File: src/design/aprg_pkg.sv
// package: register map, field positions and constants for the adc power/reference/gain control block
`default_nettype none
package aprg_pkg;
    localparam logic [11:0] ADDR_GAIN_LOW = 12'h050;
    localparam logic [11:0] ADDR_POWER_CTRL = 12'h054;
    localparam logic [11:0] ADDR_REF_SELECT = 12'h058;
    localparam logic [11:0] ADDR_GAIN_HIGH = 12'h05C;
    localparam int PWR_PD_A_BIT = 0;
    localparam int PWR_PD_B_BIT = 1;
    localparam int PWR_RSVD_BIT = 2;
    localparam int PWR_APD_BIT = 3;
    localparam int PWR_DLY_LSB = 4;
    localparam int PWR_STS_A_BIT = 10;
    localparam int PWR_STS_B_BIT = 11;
    localparam int REF_LO_A_BIT = 12;
    localparam int REF_HI_A_BIT = 13;
    localparam int REF_LO_B_BIT = 14;
    localparam int REF_HI_B_BIT = 15;
    localparam int DLY_WIDTH = 6;
    localparam logic [5:0] DLY_RESET = 6'd13;
    localparam logic [1:0] PD_RESET = 2'b11;
    localparam logic [15:0] GAIN_RESET = 16'h0000;
    localparam logic [1:0] RESP_OKAY = 2'b00;
    localparam logic [1:0] RESP_SLVERR = 2'b10;
    typedef enum logic [1:0] {
        PS_OFF = 2'b00,
        PS_SETTLE = 2'b01,
        PS_ON = 2'b10
    } aprg_pstate_t;
endpackage
`default_nettype wire

File: src/design/aprg_top.sv
// top: axi4-lite register bank controlling adc power-down, references and input gains
// Overview of operation
// Setting converter B power-down bit removes its power at once.
// Setting converter A power-down bit removes its power at once.
// Converter B results are flagged invalid while its power-down bit is set.
// Converter A results are flagged invalid while its power-down bit is set.
// Converter B powered continuously, or only on scan demand under auto-powerdown.
// Converter A powered continuously, or only on scan demand under auto-powerdown.
// Software waits the power-up delay before scanning outside auto-powerdown.
// A readable per-converter power status bit shows settling has finished.
// Power register bit 2 is read-only and always reads one.
// Bits 15/14 pick converter 1 high/low reference: internal or bank B input.
// Bits 13/12 pick converter 0 high/low reference: internal or bank A input.
// Reference register bits 11 to 4 are read-only zero.
// Gain field 00 unity, 01 x2, 10 x4, 11 reserved; input 7 at 15:14.
// Sixteen gain fields: bank A inputs 0-7, then bank B inputs 0-7.
// Bank A input 6 gain at bits 13:12, input 5 at 11:10.
// Six-bit power-up delay counts adc clocks; default thirteen.
// Status set at once on power-down; clears after delay once released.
// Writes to read-only reserved bits are ignored.
`default_nettype none
module aprg_top
    import aprg_pkg::*;
#(
    parameter int NUM_CHANNELS = 16
)(
    input wire logic sys_clk, // system clock, 40 MHz
    input wire logic rst_n, // async reset, active low
    input wire logic clk_en, // freezes all state while low, except pending write/read responses still clear on ready
    input wire logic adc_clk_tick, // one-cycle adc clock strobe, same domain
    input wire logic scan_need_a, // scan requires converter A
    input wire logic scan_need_b, // scan requires converter B
    input wire logic [11:0] s_axi_awaddr, // write address
    input wire logic s_axi_awvalid, // write address valid
    output logic s_axi_awready, // write address ready
    input wire logic [31:0] s_axi_wdata, // write data
    input wire logic [3:0] s_axi_wstrb, // write byte strobes
    input wire logic s_axi_wvalid, // write data valid
    output logic s_axi_wready, // write data ready
    output logic [1:0] s_axi_bresp, // write response
    output logic s_axi_bvalid, // write response valid
    input wire logic s_axi_bready, // write response ready
    input wire logic [11:0] s_axi_araddr, // read address
    input wire logic s_axi_arvalid, // read address valid
    output logic s_axi_arready, // read address ready
    output logic [31:0] s_axi_rdata, // read data
    output logic [1:0] s_axi_rresp, // read response
    output logic s_axi_rvalid, // read data valid
    input wire logic s_axi_rready, // read data ready
    output logic conv_a_power_on, // converter A supply enable
    output logic conv_b_power_on, // converter B supply enable
    output logic conv_a_result_invalid, // converter A results unusable
    output logic conv_b_result_invalid, // converter B results unusable
    output logic high_ref_src_conv0, // 1: bank A input 2
    output logic low_ref_src_conv0, // 1: bank A input 3
    output logic high_ref_src_conv1, // 1: bank B input 2
    output logic low_ref_src_conv1, // 1: bank B input 3
    output logic [2*NUM_CHANNELS-1:0] amp_sel // 2-bit gain per channel
);
    if (NUM_CHANNELS != 16)
    begin : g_bad_channels
        $error("aprg_top supports exactly 16 channels");
    end

    logic rst_s1_n, rst_n_sync;
    always_ff @(posedge sys_clk or negedge rst_n)
    begin
        if (!rst_n)
        begin
            rst_s1_n <= 1'b0;
            rst_n_sync <= 1'b0;
        end
        else
        begin
            rst_s1_n <= 1'b1;
            rst_n_sync <= rst_s1_n;
        end
    end

    // register state
    logic [1:0] pd_reg, pd_next;
    logic apd_reg, apd_next;
    logic [DLY_WIDTH-1:0] dly_reg, dly_next;
    logic [3:0] ref_reg, ref_next;
    logic [31:0] gain_reg, gain_next;
    // bus state
    logic aw_got_reg, aw_got_next, w_got_reg, w_got_next;
    logic [11:0] aw_addr_reg, aw_addr_next;
    logic [31:0] w_data_reg, w_data_next;
    logic [3:0] w_strb_reg, w_strb_next;
    logic bvalid_reg, bvalid_next, rvalid_reg, rvalid_next;
    logic [1:0] bresp_reg, bresp_next, rresp_reg, rresp_next;
    logic [31:0] rdata_reg, rdata_next;
    // power sequencers
    aprg_pstate_t pst_reg [2], pst_next [2];
    logic [DLY_WIDTH-1:0] cnt_reg [2], cnt_next [2];
    logic [1:0] sts;

    function automatic logic known_addr(input logic [11:0] a);
        return (a == ADDR_GAIN_LOW) || (a == ADDR_POWER_CTRL) ||
            (a == ADDR_REF_SELECT) || (a == ADDR_GAIN_HIGH);
    endfunction

    function automatic logic [15:0] merge16(input logic [15:0] old, input logic [31:0] d, input logic [3:0] st);
        logic [15:0] r;
        r = old;
        if (st[0])
            r[7:0] = d[7:0];
        if (st[1])
            r[15:8] = d[15:8];
        return r;
    endfunction

    logic wr_fire, aw_have, w_have;
    logic [11:0] wr_addr;
    logic [31:0] wr_data;
    logic [3:0] wr_strb;
    logic [15:0] pwr_word, ref_word, m;

    assign aw_have = aw_got_reg || s_axi_awvalid;
    assign w_have = w_got_reg || s_axi_wvalid;
    assign wr_addr = aw_got_reg ? aw_addr_reg : s_axi_awaddr;
    assign wr_data = w_got_reg ? w_data_reg : s_axi_wdata;
    assign wr_strb = w_got_reg ? w_strb_reg : s_axi_wstrb;
    assign wr_fire = clk_en && aw_have && w_have && !bvalid_reg;
    assign s_axi_awready = clk_en && !aw_got_reg && !bvalid_reg;
    assign s_axi_wready = clk_en && !w_got_reg && !bvalid_reg;
    assign s_axi_arready = clk_en && !rvalid_reg;

    always_comb
    begin
        pwr_word = 16'h0000;
        pwr_word[PWR_PD_A_BIT] = pd_reg[0];
        pwr_word[PWR_PD_B_BIT] = pd_reg[1];
        pwr_word[PWR_RSVD_BIT] = 1'b1;
        pwr_word[PWR_APD_BIT] = apd_reg;
        pwr_word[PWR_DLY_LSB +: DLY_WIDTH] = dly_reg;
        pwr_word[PWR_STS_A_BIT] = sts[0];
        pwr_word[PWR_STS_B_BIT] = sts[1];
        ref_word = 16'h0000;
        ref_word[REF_HI_B_BIT:REF_LO_A_BIT] = ref_reg;
    end

    always_comb
    begin
        aw_got_next = aw_got_reg;
        w_got_next = w_got_reg;
        aw_addr_next = aw_addr_reg;
        w_data_next = w_data_reg;
        w_strb_next = w_strb_reg;
        bvalid_next = bvalid_reg;
        bresp_next = bresp_reg;
        rvalid_next = rvalid_reg;
        rresp_next = rresp_reg;
        rdata_next = rdata_reg;
        pd_next = pd_reg;
        apd_next = apd_reg;
        dly_next = dly_reg;
        ref_next = ref_reg;
        gain_next = gain_reg;
        m = 16'h0000;
        if (clk_en)
        begin
            if (s_axi_awvalid && s_axi_awready)
            begin
                aw_got_next = 1'b1;
                aw_addr_next = s_axi_awaddr;
            end
            if (s_axi_wvalid && s_axi_wready)
            begin
                w_got_next = 1'b1;
                w_data_next = s_axi_wdata;
                w_strb_next = s_axi_wstrb;
            end
            if (wr_fire)
            begin
                aw_got_next = 1'b0;
                w_got_next = 1'b0;
                bvalid_next = 1'b1;
                bresp_next = known_addr(wr_addr) ? RESP_OKAY : RESP_SLVERR;
                if (wr_addr == ADDR_POWER_CTRL)
                begin
                    // read-only status and reserved bits are not stored
                    m = merge16(pwr_word, wr_data, wr_strb);
                    pd_next = {m[PWR_PD_B_BIT], m[PWR_PD_A_BIT]};
                    apd_next = m[PWR_APD_BIT];
                    dly_next = m[PWR_DLY_LSB +: DLY_WIDTH];
                end
                else if (wr_addr == ADDR_REF_SELECT)
                begin
                    m = merge16(ref_word, wr_data, wr_strb);
                    ref_next = m[REF_HI_B_BIT:REF_LO_A_BIT];
                end
                else if (wr_addr == ADDR_GAIN_LOW)
                    gain_next[15:0] = merge16(gain_reg[15:0], wr_data, wr_strb);
                else if (wr_addr == ADDR_GAIN_HIGH)
                    gain_next[31:16] = merge16(gain_reg[31:16], wr_data, wr_strb);
            end
            else if (bvalid_reg && s_axi_bready)
                bvalid_next = 1'b0;
            if (s_axi_arvalid && s_axi_arready)
            begin
                rvalid_next = 1'b1;
                rresp_next = RESP_OKAY;
                rdata_next = 32'h0000_0000;
                if (s_axi_araddr == ADDR_GAIN_LOW)
                    rdata_next[15:0] = gain_reg[15:0];
                else if (s_axi_araddr == ADDR_POWER_CTRL)
                    rdata_next[15:0] = pwr_word;
                else if (s_axi_araddr == ADDR_REF_SELECT)
                    rdata_next[15:0] = ref_word;
                else if (s_axi_araddr == ADDR_GAIN_HIGH)
                    rdata_next[15:0] = gain_reg[31:16];
                else
                    rresp_next = RESP_SLVERR;
            end
            else if (rvalid_reg && s_axi_rready)
                rvalid_next = 1'b0;
        end
        if (!clk_en && bvalid_reg && s_axi_bready)
            bvalid_next = 1'b0;
        if (!clk_en && rvalid_reg && s_axi_rready)
            rvalid_next = 1'b0;
    end

    // per-converter power sequencer
    logic [1:0] need;
    assign need = {scan_need_b, scan_need_a};
    for (genvar c = 0; c < 2; c++)
    begin : g_pwr
        always_comb
        begin
            pst_next[c] = pst_reg[c];
            cnt_next[c] = cnt_reg[c];
            if (clk_en)
            begin
                case (pst_reg[c])
                    PS_OFF:
                    begin
                        // leave off when released and (no auto mode or a scan asks)
                        if (!pd_next[c] && (!apd_next || need[c]))
                        begin
                            pst_next[c] = PS_SETTLE;
                            cnt_next[c] = dly_next;
                        end
                    end
                    PS_SETTLE:
                    begin
                        if (pd_next[c] || (apd_next && !need[c]))
                            pst_next[c] = PS_OFF;
                        else if (cnt_reg[c] == '0)
                            pst_next[c] = PS_ON;
                        else if (adc_clk_tick)
                            cnt_next[c] = cnt_reg[c] - 1'b1;
                    end
                    PS_ON:
                    begin
                        if (pd_next[c] || (apd_next && !need[c]))
                            pst_next[c] = PS_OFF;
                    end
                    default: pst_next[c] = PS_OFF;
                endcase
            end
        end
        always_ff @(posedge sys_clk or negedge rst_n_sync)
        begin
            if (!rst_n_sync)
            begin
                pst_reg[c] <= PS_OFF;
                cnt_reg[c] <= '0;
            end
            else
            begin
                pst_reg[c] <= pst_next[c];
                cnt_reg[c] <= cnt_next[c];
            end
        end
        // status high means powered down / not yet settled
        assign sts[c] = pd_reg[c] || (pst_reg[c] != PS_ON);
    end

    always_ff @(posedge sys_clk or negedge rst_n_sync)
    begin
        if (!rst_n_sync)
        begin
            pd_reg <= PD_RESET;
            apd_reg <= 1'b0;
            dly_reg <= DLY_RESET;
            ref_reg <= 4'h0;
            gain_reg <= {GAIN_RESET, GAIN_RESET};
            aw_got_reg <= 1'b0;
            w_got_reg <= 1'b0;
            aw_addr_reg <= 12'h000;
            w_data_reg <= 32'h0000_0000;
            w_strb_reg <= 4'h0;
            bvalid_reg <= 1'b0;
            bresp_reg <= RESP_OKAY;
            rvalid_reg <= 1'b0;
            rresp_reg <= RESP_OKAY;
            rdata_reg <= 32'h0000_0000;
        end
        else
        begin
            pd_reg <= pd_next;
            apd_reg <= apd_next;
            dly_reg <= dly_next;
            ref_reg <= ref_next;
            gain_reg <= gain_next;
            aw_got_reg <= aw_got_next;
            w_got_reg <= w_got_next;
            aw_addr_reg <= aw_addr_next;
            w_data_reg <= w_data_next;
            w_strb_reg <= w_strb_next;
            bvalid_reg <= bvalid_next;
            bresp_reg <= bresp_next;
            rvalid_reg <= rvalid_next;
            rresp_reg <= rresp_next;
            rdata_reg <= rdata_next;
        end
    end

    assign s_axi_bvalid = bvalid_reg;
    assign s_axi_bresp = bresp_reg;
    assign s_axi_rvalid = rvalid_reg;
    assign s_axi_rresp = rresp_reg;
    assign s_axi_rdata = rdata_reg;
    // power stays on through settling so the converter can stabilise
    assign conv_a_power_on = !pd_reg[0] && (pst_reg[0] != PS_OFF);
    assign conv_b_power_on = !pd_reg[1] && (pst_reg[1] != PS_OFF);
    assign conv_a_result_invalid = pd_reg[0];
    assign conv_b_result_invalid = pd_reg[1];
    assign high_ref_src_conv1 = ref_reg[REF_HI_B_BIT-REF_LO_A_BIT];
    assign low_ref_src_conv1 = ref_reg[REF_LO_B_BIT-REF_LO_A_BIT];
    assign high_ref_src_conv0 = ref_reg[REF_HI_A_BIT-REF_LO_A_BIT];
    assign low_ref_src_conv0 = ref_reg[0];
    assign amp_sel = gain_reg;
endmodule
`default_nettype wire

File: config.mk
export PLATFORM = sky130hd
export DESIGN_NAME = aprg_top
export DESIGN_NICKNAME = d
export VERILOG_FILES = /design/src/design/aprg_pkg.sv /design/src/design/aprg_top.sv
export SDC_FILE = /design/constraint.sdc
export NUM_CORES = 1
export LEC_CHECK = 0
export BUFFER_PORTS_ARGS = -buffer_cell sky130_fd_sc_hd__buf_2
export CELL_PAD_IN_SITES_DETAIL_PLACEMENT = 1
export CELL_PAD_IN_SITES_GLOBAL_PLACEMENT = 1
export CORE_MARGIN = 4
export CORE_UTILIZATION = 43
export CTS_CLUSTER_SIZE = 30
export DETAILED_ROUTE_END_ITERATION = 16
export GPL_TIMING_DRIVEN = 0
export PLACE_DENSITY_LB_ADDON = 0.1
export SYNTH_ARGS = -nofsm -noshare
export SYNTH_HDL_FRONTEND = slang
export SYNTH_SLANG_ARGS = --single-unit
File: constraint.sdc
create_clock -name sys_clk -period 10.9 [get_ports sys_clk]
set_input_delay 0.545 -clock sys_clk [delete_from_list [all_inputs] [get_ports sys_clk]]
set_output_delay 0.545 -clock sys_clk [all_outputs]
set_load 0.02 [all_outputs]
==> results of run 1 <==
## cell type report
cell class / count / area (um^2)
Fill cell: 1484 / 5650
Buffer: 48 / 261.5
Timing Repair Buffer: 116 / 608.1
Clock buffer: 27 / 523.0
Tap cell: 172 / 215.2
Sequential cell: 115 / 2888
Clock inverter: 4 / 45.04
Multi-Input combinational cell: 376 / 2459
Inverter: 33 / 123.9
## worst reg2reg max path, stage by stage, from the launching register on
cell and delay [ps]:
dfrtp_1 410, buf_2 200, nor3b_1 280, a31oi_1 130, a2111oi_2 390, buf_6 240
mux2i_1 310, and2_1 170, clkbuf_1 280, o211ai_1 130
## power by group
| part | leakage, nW | internal [W] | switching (W) | total, W |
|---|---|---|---|---|
| Combinational | 1.67 | 0.000120 | 0.000145 | 0.000265 |
| Sequential | 1.46 | 0.000494 | 0.0000462 | 0.000540 |
| Clock | 0.283 | 0.000347 | 0.000185 | 0.000532 |
| Total | 3.42 | 0.000960 | 0.000377 | 0.00134 |
## metrics by stage
stage	cells	cell area (um^2)	util [%]	total power, W
after CTS	891	7123	55.76	0.001349
final	891	7123	55.76	0.001337
after global routing	891	7123	55.76	0.001403
after detailed placement	859	6545	51.24	0.0008102
after floorplan	572	5728	-	0.0007257
after global placement	858	6514	50.99	0.0007882
## cell usage in the layout (no fill, tap or decap), types with 5 or more instances in the layout
| master | Yosys | routed |
|---|---|---|
| a21oi_1 | 18 | 18 |
| a22oi_1 | 11 | 11 |
| a31oi_1 | 9 | 9 |
| buf_2 | 5 | 119 |
| buf_4 | 18 | 18 |
| clkbuf_1 | 22 | 26 |
| clkbuf_16 | 0 | 17 |
| clkbuf_8 | 0 | 6 |
| conb_1 | 2 | 19 |
| dfrtp_1 | 110 | 109 |
| dfstp_2 | 5 | 5 |
| inv_1 | 33 | 33 |
| mux2_2 | 36 | 36 |
| mux2i_1 | 38 | 38 |
| nand2_1 | 73 | 73 |
| nor2_1 | 25 | 25 |
| o21ai_0 | 41 | 41 |
| o21ai_1 | 11 | 11 |
| o31ai_1 | 14 | 14 |
## logic make-up (layout without fill, tap and decap cells)
group | after synthesis | in the layout | synth area share (%)
other | 2 | 19 | 0.1326
buffers and inverters | 81 | 228 | 6.804
and+or+nand+nor | 142 | 142 | 11.77
AOI/OAI and AO/OA | 137 | 137 | 15.62
adders and majority gates | 4 | 4 | 0.8836
muxes | 74 | 74 | 13.87
DFF | 115 | 115 | 50.92
## per-layer routing
| layer | GRT usage (%) | up-vias | part of all wire, % |
|---|---|---|---|
| met2 | 41.65 | 137 | 51 |
| met5 | 0 | - | 0 |
| met4 | 8.887 | 0 | 2.1 |
| li1 | - | 2240 | - |
| met1 | 29.09 | 2385 | 41 |
| met3 | 4.654 | 27 | 5.4 |
## how the worst max path moves through the flow
stage                               start                         end  depth (start not counted)  slack, ps
global placement     rst_n_sync$_DFF_PN0_  aw_addr_reg[7]$_DFFE_PN0P_                          0       6060
CTS                 w_got_reg$_DFFE_PN0P_                s_axi_wready                          5       8080
detailed placement        s_axi_awaddr[8]     cnt_reg[10]$_DFFE_PN0P_                          7       7950
global route        w_got_reg$_DFFE_PN0P_                s_axi_wready                          5       8000
floorplan            rst_n_sync$_DFF_PN0_      amp_sel[0]$_DFFE_PN0P_                          0       7470
finish              w_got_reg$_DFFE_PN0P_                s_axi_wready                          5       8130
## repair_timing
action | 4_1_cts | 5_1_grt
hold buffers | 1 | 0
endpoints found under the hold margin | 2 | 0
resized for setup | 0 | 0
==> flow_summary_export.csv, run 1 <==
group,metric,value,unit
run_status,status,"completed",
worst_setup_path,reg2reg_slack,8250,ps
routing,vias,4789,
finish,largest_reg_flops,32,
clocking,clock-sinks,115,
yosys,ys_top_cells_by_count,"dfrtp_1, nand2_1, o21ai_0",
worst_setup_path,cp-end-kind,"output port",
routing,drtAntennaViolNets,0,
clocking,cts_root_buf,"clkbuf_16",
power_and_ir_drop,ir_drop,0.1261,mV
clocking,cts_buffers,17,
clocking,cts_max_level,4,
timing,setup_tns,0,ps
placed_design,dpl_worst_slack,7949,ps
routing,drc,0,
hold_path,min_to,"s_axi_bvalid$_DFFE_PN0P_",
clocking,clk_pin_slew,50,ps
worst_setup_path,worstPathMaxFanout,10,
grt,grt_max_degree,70,
floorplanning,die_area,15070,um^2
yosys,ys_seq_area_share,50.92,%
yosys,synth_area_leaders,"dfrtp_1, mux2_2, mux2i_1",
worst_setup_path,required,10360,ps
yosys,ys_types,60,
floorplanning,num_rows,41,
worst_setup_path,cp_cell_sequence,"buf_2, buf_1, buf_2, nor2_1, buf_2",
worst_setup_path,crit_top_cell,"buf_2",
worst_setup_path,cpMaxStageDelayCell,"buf_1",
yosys,syn_inst,555,
finish,layout.nets,782,
worst_setup_path,cp_top_family,"buffers and inverters",
timing,rsz0062_at_grt,"no",
worst_setup_path,start_kind,"register",
timing,post-route-period-util,25.40,%
floorplanning,die_h,122.8,um
clocking,cts_setup_buffers,0,
timing,min_period,2768,ps
timing,whs,302.9,ps
routing,firstDrtPassIters,4,
yosys,synth_ff_type,"dfrtp_1",
grt,grt-ovfl-total,0,
timing,hold_viol_final,0,
power_and_ir_drop,p_leak,3.415,nW
worst_setup_path,worstSetupPathType,"register to output port",
routing,wirelength,17340,um
yosys,ys_ff_latch,115,
finish,drive_above_1_share,29.90,%
yosys,synth_edf_count,0,
yosys,yosysWarningCount,0,
clocking,clk_latency,420,ps
timing,setup_viol,0,
floorplanning,die_w,122.8,um
yosys,syn-cell-area,5664,um^2
grt,antenna_found_initial,0,
power_and_ir_drop,power_density,187.7,nW/um^2
floorplanning,coreArea,12770,um^2
grt,grt_use_total,23.83,%
yosys,avgSynthCellArea,10.21,um^2
timing,fmax,361.2,MHz
worst_setup_path,max_stage_delay,570,ps
clocking,cts_tree,"done",
run,maxCapViolCount,0,
placed_design,place_hpwl,12900,um
floorplanning,io_pins,152,
hold_path,hold_depth,2,
hold_path,hold_path_class,"input pin to register",
timing,tightest_slew,738.2,ps
yosys,synth.largest_area_cell,"dfrtp_1",
yosys,synth.most_common_cell,"dfrtp_1",
worst_setup_path,arrival,2220,ps
routing,viasPerCell,5.375,
worst_setup_path,r2r_cells,9,
timing,finalClockSkew,5.967,ps
finish,n_antenna_cell,0,
yosys,ys_async_sr_fraction,100.0,%
worst_setup_path,worst-path-buf-inv,4,
yosys,synth_top_area_share,48.60,%
placed_design,portBuffers,114,
floorplanning,initial_core_util,44.34,%
hold_path,min_from,"s_axi_bready",
placed_design,place.gp.congestion,0.7874,
worst_setup_path,r2r-end,"cnt_reg[6]$_DFFE_PN0P_",
grt,grt_first_pass_wirelength,27230,um
worst_setup_path,r2r-start,"aw_got_reg$_DFFE_PN0P_",
timing,setup_slack,8132,ps
grt,grt_pass1_vias,5049,
routing,drtIter0Drc,298,
finish,area_growth_syn_to_layout,25.76,%
routing,wire_per_inst,19.46,um
timing,slew_violations,0,
timing,relSlewSlack,50.79,%
clocking,clk_path_buf_depth,2,
(Power assumes the default switching activity.)
==> run 2: changes to the inputs <==
CORE_UTILIZATION = 40   (was 43)
clock period = 2.9 ns   (was 10.9 ns; I/O delays follow)
==> flow_summary_export.csv, run 2 (synthesis gave the netlist of run 1 again) <==
group,metric,value,unit
timing,rsz0062_at_grt,"no",
worst_setup_path,worst-path-buf-inv,4,
timing,relSlewSlack,49.13,%
timing,finalClockSkew,7.494,ps
grt,antenna_found_initial,0,
clocking,cts_root_buf,"clkbuf_16",
grt,grt_max_degree,62,
power_and_ir_drop,p_total,0.004990,W
worst_setup_path,crit_start,"s_axi_awaddr[8]",
worst_setup_path,cp_cell_sequence,"dlygate4sd3_1, buf_2, nor4_2, nand3b_1, a2111oi_2, buf_6, mux2i_1, and2_1, clkbuf_1, a21oi_1",
clocking,clk_path_buf_depth,2,
floorplanning,initial_core_util,40.81,%
grt,grt_use_total,21.78,%
finish,mostFrequentLayoutCells,"buf_2, dfrtp_1, nand2_1, o21ai_0, mux2i_1",
placed_design,portBuffers,114,
routing,drc,0,
grt,grt_pass1_vias,5118,
finish,layout.nets,807,
floorplanning,io_pins,152,
routing,drtAntennaViolNets,0,
worst_setup_path,max_stage_delay,540,ps
worst_setup_path,worstPathMaxFanout,10,
worst_setup_path,path_depth,10,
run_status,status,"completed",
clocking,cts_tree,"done",
worst_setup_path,start_kind,"input pin",
timing,whs,9.221,ps
routing,drtIter0Drc,241,
routing,vias,4786,
timing,slew_violations,0,
floorplanning,coreArea,13880,um^2
timing,min_period,2716,ps
worst_setup_path,required,3180,ps
worst_setup_path,worstSetupPathType,"input pin to register",
floorplanning,die_area,16130,um^2
worst_setup_path,r2r_cells,8,
worst_setup_path,cp-end-kind,"register",
worst_setup_path,cp_top_family,"buffers and inverters",
timing,tightest_slew,763.1,ps
floorplanning,die_h,127.0,um
timing,setup_viol,0,
clocking,cts_buffers,17,
routing,wire_per_inst,18.52,um
timing,setup_tns,0,ps
clocking,clock-sinks,115,
routing,viasPerCell,5.180,
finish,area_growth_syn_to_layout,30.02,%
worst_setup_path,critPathCapture,"cnt_reg[9]$_DFFE_PN0P_",
clocking,clk_latency,420,ps
timing,fmax,368.2,MHz
clocking,cts_hold_buf,25,
placed_design,place.gp.congestion,0.8132,
worst_setup_path,cpMaxStageDelayCell,"a2111oi_2",
power_and_ir_drop,power_density,677.6,nW/um^2
power_and_ir_drop,p_leak,3.510,nW
floorplanning,num_rows,43,
placed_design,place_hpwl,12870,um
routing,wirelength,17110,um
timing,hold_viol_final,0,
worst_setup_path,reg2reg_slack,230,ps
worst_setup_path,r2r-end,"cnt_reg[9]$_DFFE_PN0P_",
timing,post-route-period-util,93.65,%
floorplanning,die_w,127.0,um
run,maxCapViolCount,0,
grt,grt_first_pass_wirelength,27480,um
grt,grt-ovfl-total,0,
clocking,cts_resized,0,
clocking,cts_max_level,4,
routing,firstDrtPassIters,4,
finish,n_antenna_cell,0,
finish,layout_commonest_cell,"buf_2",
worst_setup_path,r2r-start,"aw_addr_reg[8]$_DFFE_PN0P_",
hold_path,hold_path_class,"input pin to register",
finish,drive_above_1_share,28.76,%
clocking,clk_pin_slew,50,ps
power_and_ir_drop,ir_drop,0.3976,mV
worst_setup_path,arrival,2990,ps
clocking,cts_setup_buffers,0,
finish,largest_reg_flops,32,
run 2: changes by cell type in the layout (fill, tap and decap cells not counted), sizes merged:
cell	before	now
clkinv	3	4
dlygate4sd3	1	26
clkbuf	49	48
run 2: metrics by stage:
step,setup slack (ps),instance area [um^2],std cells,util [%]
after floorplan,682.5,5729,572,-
after global placement,201.1,6525,866,47.01
after detailed placement,210.3,6555,867,47.22
after CTS,160.9,7355,923,52.98
after global routing,1.171,7365,924,53.06
final,184.0,7365,924,53.06
run 2: worst min path at each step:
stage                               start                          to  slack, ps  depth (start not counted)
after detailed placement            rst_n          rst_s1_n$_DFF_PN0_        -60                          1
after global placement              rst_n          rst_s1_n$_DFF_PN0_        -70                          1
final                     s_axi_awaddr[4]  aw_addr_reg[4]$_DFFE_PN0P_          9                          2
after CTS                  s_axi_wdata[7]   w_data_reg[7]$_DFFE_PN0P_        0.4                          2
after global routing      s_axi_awaddr[4]  aw_addr_reg[4]$_DFFE_PN0P_          5                          2
after floorplan                     rst_n        rst_n_sync$_DFF_PN0_       -150                          0
run 2: routing by layer:
| metal | up-vias | wire length, um | track usage [%] |
|---|---|---|---|
| li1 | 2279 | - | - |
| met1 | 2372 | 7387 | 27.01 |
| met2 | 111 | 8651 | 37.95 |
| met3 | 24 | 741 | 4.431 |
| met4 | 0 | 329 | 7.382 |
| met5 | - | 0 | 0 |
run 2: where the power goes:
group	internal (W)	total (W)	switching, W
Clock	0.00126	0.00196	0.000699
Combinational	0.000472	0.00101	0.000539
Sequential	0.00185	0.00202	0.000168
run 2: area by class of cell:
cell class	instances	area, um^2
Multi-Input combinational cell	376	2459
Fill cell	1609	6516
Inverter	33	123.9
Timing Repair Buffer	141	858.3
Tap cell	180	225.2
Clock buffer	26	499.2
Sequential cell	115	2888
Clock inverter	5	50.05
Buffer	48	261.5
